**config.mk**
```make
export PLATFORM = sky130hd
export DESIGN_NAME = irq_priority_ctrl_0
export DESIGN_NICKNAME = d
export VERILOG_FILES = /design/src/prio_level_field.v /design/src/irq_priority_ctrl_0.v
export VERILOG_INCLUDE_DIRS = /design/src
export SDC_FILE = /design/constraint.sdc
export NUM_CORES = 1
export LEC_CHECK = 0
export BUFFER_PORTS_ARGS = -buffer_cell sky130_fd_sc_hd__buf_2
export CORE_MARGIN = 2
export CORE_UTILIZATION = 48
export CTS_CLUSTER_DIAMETER = 30
export DETAILED_ROUTE_END_ITERATION = 16
export HOLD_SLACK_MARGIN = 0.12
export PLACE_DENSITY = 0.84
export SLEW_MARGIN = 20
export SYNTH_ARGS = -nofsm -noshare
export SYNTH_HDL_FRONTEND = slang
export SYNTH_SLANG_ARGS = --single-unit
```
**constraint.sdc**
```tcl
create_clock -name clock_in -period 3.8 [get_ports clock_in]
set_clock_uncertainty 0.2 [all_clocks]
set_input_delay 0.38 -clock clock_in [delete_from_list [all_inputs] [get_ports clock_in]]
set_output_delay 0.38 -clock clock_in [all_outputs]
set_load 0.1 [all_outputs]
```
**src/irq_priority_ctrl_0_map.vh**
```
// Offsets, field positions and reset values of the priority control register.
// Assumes a 16-bit register word on a plain strobe port with one-cycle read latency.
//
// Behaviour
// - Compare channel 1 priority is a read/write 3-bit field at bits 10 to 8.
// - Priority code zero disables the source; codes 1 to 7 raise priority, 7 highest.
// - Capture channel 1 priority is a read/write 3-bit field at bits 6 to 4.
// - External pin 0 priority is a read/write 3-bit field at bits 2 to 0.
`ifndef IRQ_PRIORITY_CTRL_0_MAP_VH
`define IRQ_PRIORITY_CTRL_0_MAP_VH

// ****************************************************************
// Register offset
// ****************************************************************
`define PRIORITY_CONTROL_0_OFFSET 8'h00

// ****************************************************************
// Field positions (low bit of each 3-bit field)
// ****************************************************************
`define TIMER1_LEVEL_LSB   12
`define COMPARE1_LEVEL_LSB 8
`define CAPTURE1_LEVEL_LSB 4
`define EXT_PIN0_LEVEL_LSB 0
`define LEVEL_WIDTH        3

// ****************************************************************
// Reset values
// ****************************************************************
`define LEVEL_RESET        3'h4
`define READ_IDLE          16'h0000

`endif

```
**src/prio_level_field.v**
```verilog
// One 3-bit priority level field with its reset value and enable decode.
// Assumes the parent decodes the write and hands over the field's bits.
`timescale 1ns/1ps
module prio_level_field #(
    parameter WIDTH       = 3,
    parameter [WIDTH-1:0] RESET_VALUE = 3'h4
) (
    input  wire             clock_in,
    input  wire             resetn_in,
    input  wire             ce_in,
    input  wire             load_in,
    input  wire [WIDTH-1:0] data_in,
    output reg  [WIDTH-1:0] level_out,
    output wire             enabled_out
);

    // ****************************************************************
    // Level decode
    // ****************************************************************
    function level_enabled;
        input [WIDTH-1:0] level;
        begin
            level_enabled = (level != {WIDTH{1'b0}});
        end
    endfunction

    // ****************************************************************
    // Storage
    // ****************************************************************
    always @(posedge clock_in)
    begin
        if (!resetn_in)
        begin
            level_out <= RESET_VALUE;
        end
        else if (ce_in && load_in)
        begin
            level_out <= data_in;
        end
    end

    assign enabled_out = level_enabled(level_out);

endmodule

```
**src/irq_priority_ctrl_0.v**
```verilog
// Priority control register 0: four 3-bit source priority levels.
// Assumes a master that never strobes read and write together.
`timescale 1ns/1ps
`include "irq_priority_ctrl_0_map.vh"
module irq_priority_ctrl_0 #(
    parameter ADDR_WIDTH = 8
) (
    input  wire                  clock_in,
    input  wire                  resetn_in,
    input  wire                  ce_in,
    input  wire [ADDR_WIDTH-1:0] addr_in,
    input  wire [15:0]           wdata_in,
    input  wire                  write_in,
    input  wire                  read_in,
    output reg  [15:0]           rdata_out,
    output wire [2:0]            timer1_irq_level_out,
    output wire [2:0]            compare1_irq_level_out,
    output wire [2:0]            capture1_irq_level_out,
    output wire [2:0]            ext_pin0_irq_level_out,
    output wire                  timer1_irq_enabled_out,
    output wire                  compare1_irq_enabled_out,
    output wire                  capture1_irq_enabled_out,
    output wire                  ext_pin0_irq_enabled_out
);

    // ****************************************************************
    // Address decode
    // ****************************************************************
    wire                  hit;
    wire                  load;
    wire                  write_taken;
    wire                  read_taken;
    wire [15:0]           masked_wdata;
    wire [2:0]            timer1_wdata;
    wire [2:0]            compare1_wdata;
    wire [2:0]            capture1_wdata;
    wire [2:0]            ext_pin0_wdata;
    wire [15:0]           reg_value;
    reg  [15:0]           next_rdata;

    // ****************************************************************
    // Helper functions
    // ****************************************************************
    // One offset is mapped; every other address reads zero and drops writes
    function addr_match;
        input [ADDR_WIDTH-1:0] addr;
        begin
            addr_match = (addr == `PRIORITY_CONTROL_0_OFFSET);
        end
    endfunction

    // Gap bits hold no storage, so they are forced low on both paths
    function [15:0] gap_clear;
        input [15:0] word;
        begin
            gap_clear                                     = word;
            gap_clear[`TIMER1_LEVEL_LSB + `LEVEL_WIDTH]   = 1'b0;
            gap_clear[`COMPARE1_LEVEL_LSB + `LEVEL_WIDTH] = 1'b0;
            gap_clear[`CAPTURE1_LEVEL_LSB + `LEVEL_WIDTH] = 1'b0;
            gap_clear[`EXT_PIN0_LEVEL_LSB + `LEVEL_WIDTH] = 1'b0;
        end
    endfunction

    function [`LEVEL_WIDTH-1:0] field_of;
        input [15:0]  word;
        input integer lsb;
        begin
            field_of = word[lsb +: `LEVEL_WIDTH];
        end
    endfunction

    function [15:0] pack_levels;
        input [`LEVEL_WIDTH-1:0] timer1;
        input [`LEVEL_WIDTH-1:0] compare1;
        input [`LEVEL_WIDTH-1:0] capture1;
        input [`LEVEL_WIDTH-1:0] ext_pin0;
        begin
            pack_levels                                      = `READ_IDLE;
            pack_levels[`TIMER1_LEVEL_LSB +: `LEVEL_WIDTH]   = timer1;
            pack_levels[`COMPARE1_LEVEL_LSB +: `LEVEL_WIDTH] = compare1;
            pack_levels[`CAPTURE1_LEVEL_LSB +: `LEVEL_WIDTH] = capture1;
            pack_levels[`EXT_PIN0_LEVEL_LSB +: `LEVEL_WIDTH] = ext_pin0;
        end
    endfunction

    // ****************************************************************
    // Strobe qualification
    // ****************************************************************
    // Strobes on a frozen edge are lost; the master must keep ce_in high
    assign hit         = addr_match(addr_in);
    assign write_taken = ce_in && write_in && hit;
    assign read_taken  = ce_in && read_in && hit;
    assign load        = write_taken;

    // ****************************************************************
    // Write data split
    // ****************************************************************
    assign masked_wdata   = gap_clear(wdata_in);
    assign timer1_wdata   = field_of(masked_wdata, `TIMER1_LEVEL_LSB);
    assign compare1_wdata = field_of(masked_wdata, `COMPARE1_LEVEL_LSB);
    assign capture1_wdata = field_of(masked_wdata, `CAPTURE1_LEVEL_LSB);
    assign ext_pin0_wdata = field_of(masked_wdata, `EXT_PIN0_LEVEL_LSB);

    // ****************************************************************
    // Priority fields
    // ****************************************************************
    prio_level_field #(
        .WIDTH       (`LEVEL_WIDTH),
        .RESET_VALUE (`LEVEL_RESET)
    ) u_timer1 (
        .clock_in    (clock_in),
        .resetn_in   (resetn_in),
        .ce_in       (ce_in),
        .load_in     (load),
        .data_in     (timer1_wdata),
        .level_out   (timer1_irq_level_out),
        .enabled_out (timer1_irq_enabled_out)
    );

    prio_level_field #(
        .WIDTH       (`LEVEL_WIDTH),
        .RESET_VALUE (`LEVEL_RESET)
    ) u_compare1 (
        .clock_in    (clock_in),
        .resetn_in   (resetn_in),
        .ce_in       (ce_in),
        .load_in     (load),
        .data_in     (compare1_wdata),
        .level_out   (compare1_irq_level_out),
        .enabled_out (compare1_irq_enabled_out)
    );

    prio_level_field #(
        .WIDTH       (`LEVEL_WIDTH),
        .RESET_VALUE (`LEVEL_RESET)
    ) u_capture1 (
        .clock_in    (clock_in),
        .resetn_in   (resetn_in),
        .ce_in       (ce_in),
        .load_in     (load),
        .data_in     (capture1_wdata),
        .level_out   (capture1_irq_level_out),
        .enabled_out (capture1_irq_enabled_out)
    );

    prio_level_field #(
        .WIDTH       (`LEVEL_WIDTH),
        .RESET_VALUE (`LEVEL_RESET)
    ) u_ext_pin0 (
        .clock_in    (clock_in),
        .resetn_in   (resetn_in),
        .ce_in       (ce_in),
        .load_in     (load),
        .data_in     (ext_pin0_wdata),
        .level_out   (ext_pin0_irq_level_out),
        .enabled_out (ext_pin0_irq_enabled_out)
    );

    // ****************************************************************
    // Read path
    // ****************************************************************
    // Gap bits are constant zero, so written values there are simply dropped
    assign reg_value = gap_clear(pack_levels(timer1_irq_level_out,
                                             compare1_irq_level_out,
                                             capture1_irq_level_out,
                                             ext_pin0_irq_level_out));

    always @*
    begin
        next_rdata = `READ_IDLE;
        if (read_taken)
        begin
            next_rdata = reg_value;
        end
    end

    // Data stand in the cycle after a read and hold while ce_in is low; idle and unmapped reads with ce_in high give zero
    always @(posedge clock_in)
    begin
        if (!resetn_in)
        begin
            rdata_out <= `READ_IDLE;
        end
        else if (ce_in)
        begin
            rdata_out <= next_rdata;
        end
    end

endmodule

```
==> results of run 1 <==
-- through the flow --
stage	area (um^2)	util [%]	setup slack (ns)
2_1_floorplan	1210	-	1.45
5_1_grt	1550	64.4	1.65
4_1_cts	1550	64.4	1.75
6_report	1550	64.4	1.74
3_5_place_dp	1420	58.7	1.42
3_3_place_gp	1420	58.7	1.48
-- repair_timing --
action,CTS,global route
hold endpoints to repair,10,0
hold buffers,10,0
gates resized for setup,0,0
-- worst max-delay path, delay by kind of cell --
| kind | cells | cell delay, ns |
|---|---|---|
| buf+inv | 1 | 0.12 |
| mux | 1 | 0.25 |
| simple gates | 2 | 1.34 |
-- final timing paths --
| check | start | to |
|---|---|---|
| hold reg to reg | rdata_out[13] | rdata_out[13] |
| setup reg to reg | u_compare1.level_out[2] | rdata_out[10] |
| setup / recovery | addr_in[7] | u_timer1.level_out[1] |
| hold / removal | wdata_in[14] | u_timer1.level_out[2] |
-- power groups by stage --
stage	combinational [mW]	clock, mW	sequential [mW]
floorplan	0.0399	0	0.258
global placement	0.0524	0	0.257
detailed placement	0.0533	0	0.257
CTS	0.0612	0.136	0.252
global route	0.0656	0.145	0.252
finish	0.0612	0.130	0.252
-- layer usage --
| metal | track usage [%] | share of wire, % |
|---|---|---|
| met5 | 0 | 0 |
| met4 | 8.97 | 1.6 |
| met1 | 20.2 | 41 |
| met2 | 33.5 | 52 |
| met3 | 3.89 | 5.1 |
-- cells in the final DEF, fill, tap and decap left out, drive strengths merged --
cell type	count
or3	4
nor2b	8
nor4	2
conb	4
a21boi	12
and2	12
dfxtp	24
nand4	12
clkbuf	4
and4	1
buf	52
nand2	16
dlygate4sd3	10
mux2i	12
nand2b	12
-- cells by family after synthesis --
group,after synthesis
AO/OA/AOI/OAI,12
multiplexers,12
other,1
buffers and inverters,15
AND/OR/NAND/NOR,67
flip-flops,24
-- sequential cells by signal (all words and copies together), names as in the netlist --
| signal | count |
|---|---|
| rdata_out | 12 |
| u_capture1.level_out | 3 |
| u_compare1.level_out | 3 |
| u_ext_pin0.level_out | 3 |
| u_timer1.level_out | 3 |
-- final cells by class --
type                            count  share of cell area (%)
Timing Repair Buffer               62                    23.2
Multi-Input combinational cell     95                    41.0
Tap cell                           30                    2.42
Sequential cell                    24                    31.0
Clock buffer                        4                    2.34
==> impl_metrics.yaml, run 1 <==
logic_synthesis:
  syn_area_per_cell_um2: 9.12
  postSynth.asyncResetShare_pct: 0
  synthDominantCellAreaShare_pct: 40.2
  post_synth_most_frequent_cells: "24 x sky130_fd_sc_hd__dfxtp_1, 16 x sky130_fd_sc_hd__nand2_1"
  sequential_element_share_of_the_synthesized_area_pct: 40.2
  netlist_instances: 131
  synth.largest_area_cell: "sky130_fd_sc_hd__dfxtp_1"
  synth_compound_gate_area_share_pct: 7.54
  synth.area.mux_share_pct: 10.1
  yosys.area_share.simple_pct: 34.5
  main_combinational_cell_family_by_area_after_synthesis: "simple AND/OR/NAND/NOR gates"
  yosys_warnings: 0
  edff_count_synth: 0
  netlist_area_um2: 1190
  synth.top_cells.by_area: "sky130_fd_sc_hd__dfxtp_1 40%, sky130_fd_sc_hd__mux2i_1 10%, sky130_fd_sc_hd__a21boi_1 6.3%"
  yosys.cell_count.top_type: "sky130_fd_sc_hd__dfxtp_1"
  top_ff_cell_synth: "sky130_fd_sc_hd__dfxtp_1"
  synthDistinctLibCells: 17
  synth_fa_ha_area_share_pct: 0
  synth_seq_cells: 24
  post_synth_xor_area_fraction_pct: 0
cells_and_area:
  fillCellCount: 210
  antenna_cells_inserted: 0
  final-seq-area_um2: 480
  multi_input_comb_area_um2: 637
  layout-drive-gt1-share_pct: 31.4
  finish.cell_count_without_fillers: 215
  final_nets: 215
  layout-area-overhead-vs-synth_pct: 29.8
pwr:
  share_clk_of_total_power_pct: 29.4
  total_power_uw: 443
  p_comb_share_pct: 13.8
  share_of_total_power_consumed_by_net_switching_pct: 24.6
  pwr_density_cell_nw_per_um2: 286
  total_switching_power_uw: 109
  p_int_uw: 334
  vdd.ir_drop.worst_mv: 0.207
  power.static_leakage_nw: 0.637
  power_frac_seq_pct: 56.8
critical_path:
  critical_path.max_stage_delay_ns: 0.73
  list_of_cells_traversed_by_the_critical_path: "buf_2, nor4_4, and4_1, mux2i_1"
  critPathArrivalTime_ns: 2.10
  worst-r2r-cell-count: 3
  critical_path.endpoint_type: "register"
  critPathRequiredTime_ns: 3.84
  largest_driver_fanout_on_the_critical_path: 13
  crit_type: "primary input to register"
  r2r_setup_slack_ns: 2.68
  worstSetupStartpointType: "primary input"
  crit_slowest_cell: "sky130_fd_sc_hd__and4_1"
floorplan:
  die-width_um: 53.9
  placeableCoreArea_um2: 2410
  floorplan.rows: 18
  initial_utilization_pct: 49.6
  die_area_um2: 2900
  dieHeight_um: 53.9
  ios: 61
sta:
  report.final.hold_viol_count: 0
  period_minus_slack_ns: 2.06
  worst-slew-pin-transition_ns: 0.657
  report.final.setup_viol: 0
  slew_viol_final: 0
  maxSlewHeadroom_pct: 56.2
  timing.hold.ws_ns: 0.139
  setup-tns-final_ns: 0
  rsz0062_at_grt: "no"
  fmax_mhz: 486
  final_worst_path_cycle_share_pct: 54.1
clock_tree:
  cts_tree: "yes"
  cts-root-buf: "sky130_fd_sc_hd__clkbuf_4"
  clock_latency_ns: 0.30
  cts_setup_buffers: 0
  ctsHtreeMaxLevel: 1
  cts_inserted_buffers: 3
  clkSinkCount: 24
  clkTransAtPathRegs_ns: 0.12
  clk_path_buf_depth: 2
drt:
  postRouteAntennaNets: 0
  remaining_drc_errors: 0
  detail_route.vias_per_cell: 4.90
  totalWireLength_um: 2480
  detail_route.wl_per_cell_um: 11.5
  drt_first_pass_iters: 4
  vias: 1054
  detail_route.iter0.violations: 12
status:
  run_status: "finished, final reports clean"
global_routing:
  global_route.overflow_total: 0
  antenna_found_initial: 0
  number_of_global_route_vias_before_repair: 953
  wire_length_of_the_first_global_routing_pass_um: 3930
  maximum_number_of_pins_on_one_net_before_global_route_repair: 37
  grt_util_all_layers_pct: 18.5
placed_design:
  gp_congestion: 0.745
  place.port_buffers: 52
  placed_cells: 201
  dp_hpwl_um: 1860
hold_path:
  hold_path_depth: 3
  hold_path_class: "primary input to register"
run:
  max_cap_viol_count: 0
Note: power is estimated with default switching activity, not from simulation.
==> run 2: changes to the inputs <==
--- a/config.mk
+++ b/config.mk
@@ -7,12 +7,13 @@
 export NUM_CORES = 1
 export LEC_CHECK = 0
 export BUFFER_PORTS_ARGS = -buffer_cell sky130_fd_sc_hd__buf_2
+export CORE_ASPECT_RATIO = 0.5
 export CORE_MARGIN = 2
-export CORE_UTILIZATION = 48
+export CORE_UTILIZATION = 44
 export CTS_CLUSTER_DIAMETER = 30
 export DETAILED_ROUTE_END_ITERATION = 16
 export HOLD_SLACK_MARGIN = 0.12
-export PLACE_DENSITY = 0.84
+export PLACE_DENSITY = 0.78
 export SLEW_MARGIN = 20
 export SYNTH_ARGS = -nofsm -noshare
 export SYNTH_HDL_FRONTEND = slang
==> constraint.sdc (replaced) <==
create_clock -name clock_in -period 2.1 [get_ports clock_in]
set_clock_uncertainty 0.2 [all_clocks]
set_input_delay 0.21 -clock clock_in [delete_from_list [all_inputs] [get_ports clock_in]]
set_output_delay 0.21 -clock clock_in [all_outputs]
set_load 0.1 [all_outputs]
==> run 2 against run 1 <==
Via count shrank 0.66%. Worst setup slack lost 1.4 ns. Total power grew 88%. Combinational power grew 91%. Non-clock buffer count grew 5. Clock-buffer cell count shrank 1. Cell count grew 5.1%.
==> impl_metrics.yaml, run 2 (synthesis results as in run 1) <==
clock_tree:
  ctsHtreeMaxLevel: 1
  cts_tree: "yes"
  clock_latency_ns: 0.26
  clkTransAtPathRegs_ns: 0.08
  cts-root-buf: "sky130_fd_sc_hd__clkbuf_8"
  clkSinkCount: 24
  cts_inserted_buffers: 3
  clk_path_buf_depth: 2
drt:
  remaining_drc_errors: 0
  highest-signal-layer: "met4"
  met1Wirelength_um: 1250
  drt_first_pass_iters: 4
  met2_length_um: 1280
  met3_wirelength_um: 141
  postRouteAntennaNets: 0
  detail_route.wl_per_cell_um: 12.0
  totalWireLength_um: 2720
  detail_route.vias_per_cell: 4.63
  detail_route.iter0.violations: 70
  vias: 1047
status:
  run_status: "finished, final reports clean"
critical_path:
  cp_num_buf_inv: 1
  crit_type: "register to primary output"
  critical_path.max_stage_delay_ns: 0.47
  worst-r2r-cell-count: 3
  path_delay_family: "simple AND/OR/NAND/NOR gates"
  critical_path.endpoint_type: "primary output"
  r2r_start: "u_compare1.level_out[2]"
  largest_driver_fanout_on_the_critical_path: 4
  worstSetupStartpointType: "register"
  worstSetupStartpoint: "u_ext_pin0.level_out[2]"
  list_of_cells_traversed_by_the_critical_path: "or3_2, buf_2"
  r2r_setup_slack_ns: 1.01
  critPathRequiredTime_ns: 1.69
  critPathArrivalTime_ns: 1.37
  crit_slowest_cell: "sky130_fd_sc_hd__or3_2"
  crit-reg2reg-capture: "rdata_out[10]"
floorplan:
  floorplan.rows: 13
  die_area_um2: 3170
  initial_utilization_pct: 46.2
  dieHeight_um: 40.9
  placeableCoreArea_um2: 2590
  ios: 61
  die-width_um: 77.7
pwr:
  p_int_uw: 630
  vdd.ir_drop.worst_mv: 0.257
  p_comb_share_pct: 14.0
  share_clk_of_total_power_pct: 31.3
  pwr_density_cell_nw_per_um2: 516
  power_frac_seq_pct: 54.7
  share_of_total_power_consumed_by_net_switching_pct: 24.2
  power.static_leakage_nw: 0.664
  total_switching_power_uw: 202
cells_and_area:
  final-seq-area_um2: 480
  max_flop_register: "rdata_out"
  layout-area-overhead-vs-synth_pct: 35.0
  post_layout_util_pct: 62.4
  multi_input_comb_area_um2: 642
  mostFrequentLayoutCell: "sky130_fd_sc_hd__buf_2"
  finalInstanceArea_um2: 1610
  layout-drive-gt1-share_pct: 33.9
  antenna_cells_inserted: 0
  layout_common_cells: "52 x sky130_fd_sc_hd__buf_2, 24 x sky130_fd_sc_hd__dfxtp_1, 16 x sky130_fd_sc_hd__nand2_1"
  flip_flop_count_of_the_largest_register_after_layout: 12
  fillCellCount: 228
  final_nets: 220
sta:
  worst-slew-pin-transition_ns: 0.532
  setup-tns-final_ns: 0
  period_minus_slack_ns: 1.78
  report.final.setup_viol: 0
  fmax_mhz: 560
  rsz0062_at_grt: "no"
  slew_viol_final: 0
  report.final.hold_viol_count: 0
  final_worst_path_cycle_share_pct: 85.0
  maxSlewHeadroom_pct: 64.6
hold_path:
  hold_path_depth: 3
  hold_end: "rdata_out[8]"
  hold_path_class: "primary input to register"
  worst_hold_startpoint: "ce_in"
placed_design:
  dp_hpwl_um: 1900
  gp_congestion: 0.820
  place.port_buffers: 52
  place_area_um2: 1450
global_routing:
  wire_length_of_the_first_global_routing_pass_um: 4260
  number_of_global_route_vias_before_repair: 850
  grt_util_all_layers_pct: 18.3
  maximum_number_of_pins_on_one_net_before_global_route_repair: 37
  antenna_found_initial: 0
  global_route.overflow_total: 0
run:
  max_cap_viol_count: 0
run 2: cell count changes in the layout (fill, tap and decap cells not counted), sizes merged:
cell         before  now
clkbuf            4    3
dlygate4sd3      10   12
buf              52   55
run 2: layout make-up:
class,instances,area share [%]
Clock buffer,3,2.56
Tap cell,37,2.87
Sequential cell,24,29.8
Timing Repair Buffer,67,25.0
Multi-Input combinational cell,95,39.8
run 2: timing repair:
action,CTS,global route
gates resized for setup,0,0
hold endpoints to repair,12,0
setup buffers,0,0
hold buffers,12,0
run 2: stage by stage:
| step | power (mW) | setup WS (ns) | std cells | hold WS [ns] |
|---|---|---|---|---|
| after CTS | 0.839 | 0.307 | 226 | 0.174 |
| after global routing | 0.867 | 0.264 | 226 | 0.226 |
| after global placement | 0.562 | 0.575 | 211 | 0.254 |
| after detailed placement | 0.564 | 0.498 | 211 | 0.260 |
| final | 0.832 | 0.316 | 226 | 0.176 |
| after floorplan | 0.539 | 0.150 | 134 | 0.152 |
run 2: worst register-to-register path, cell delays in order (launching register included):
cell and delay (ns):
sky130_fd_sc_hd__dfxtp_1 0.40, sky130_fd_sc_hd__and2_1 0.15, sky130_fd_sc_hd__nand4_1 0.10, sky130_fd_sc_hd__a21boi_0 0.17
run 2: how the worst max path moves through the flow:
stage	endpoint	slack [ns]	cells past startpoint
after floorplan	ext_pin0_irq_enabled_out	0.15	1
after CTS	ext_pin0_irq_enabled_out	0.31	2
after detailed placement	u_ext_pin0.level_out[2]	0.50	5
after global placement	u_timer1.level_out[1]	0.57	5
final	ext_pin0_irq_enabled_out	0.32	2
after global routing	compare1_irq_enabled_out	0.26	2
run 2: power by group through the flow:
stage / registers (mW) / clock network, mW / logic (mW)
final: 0.455 / 0.260 / 0.117
after global routing: 0.455 / 0.288 / 0.124
after CTS: 0.455 / 0.268 / 0.115
after detailed placement: 0.466 / 0 / 0.0986
after global placement: 0.466 / 0 / 0.0967
after floorplan: 0.467 / 0 / 0.0722
run 2: routing by layer:
layer | vias up | GRT usage [%]
met5 | - | 0
met4 | 0 | 5.36
met3 | 4 | 5.73
met2 | 30 | 32.1
met1 | 466 | 22.6
li1 | 547 | -
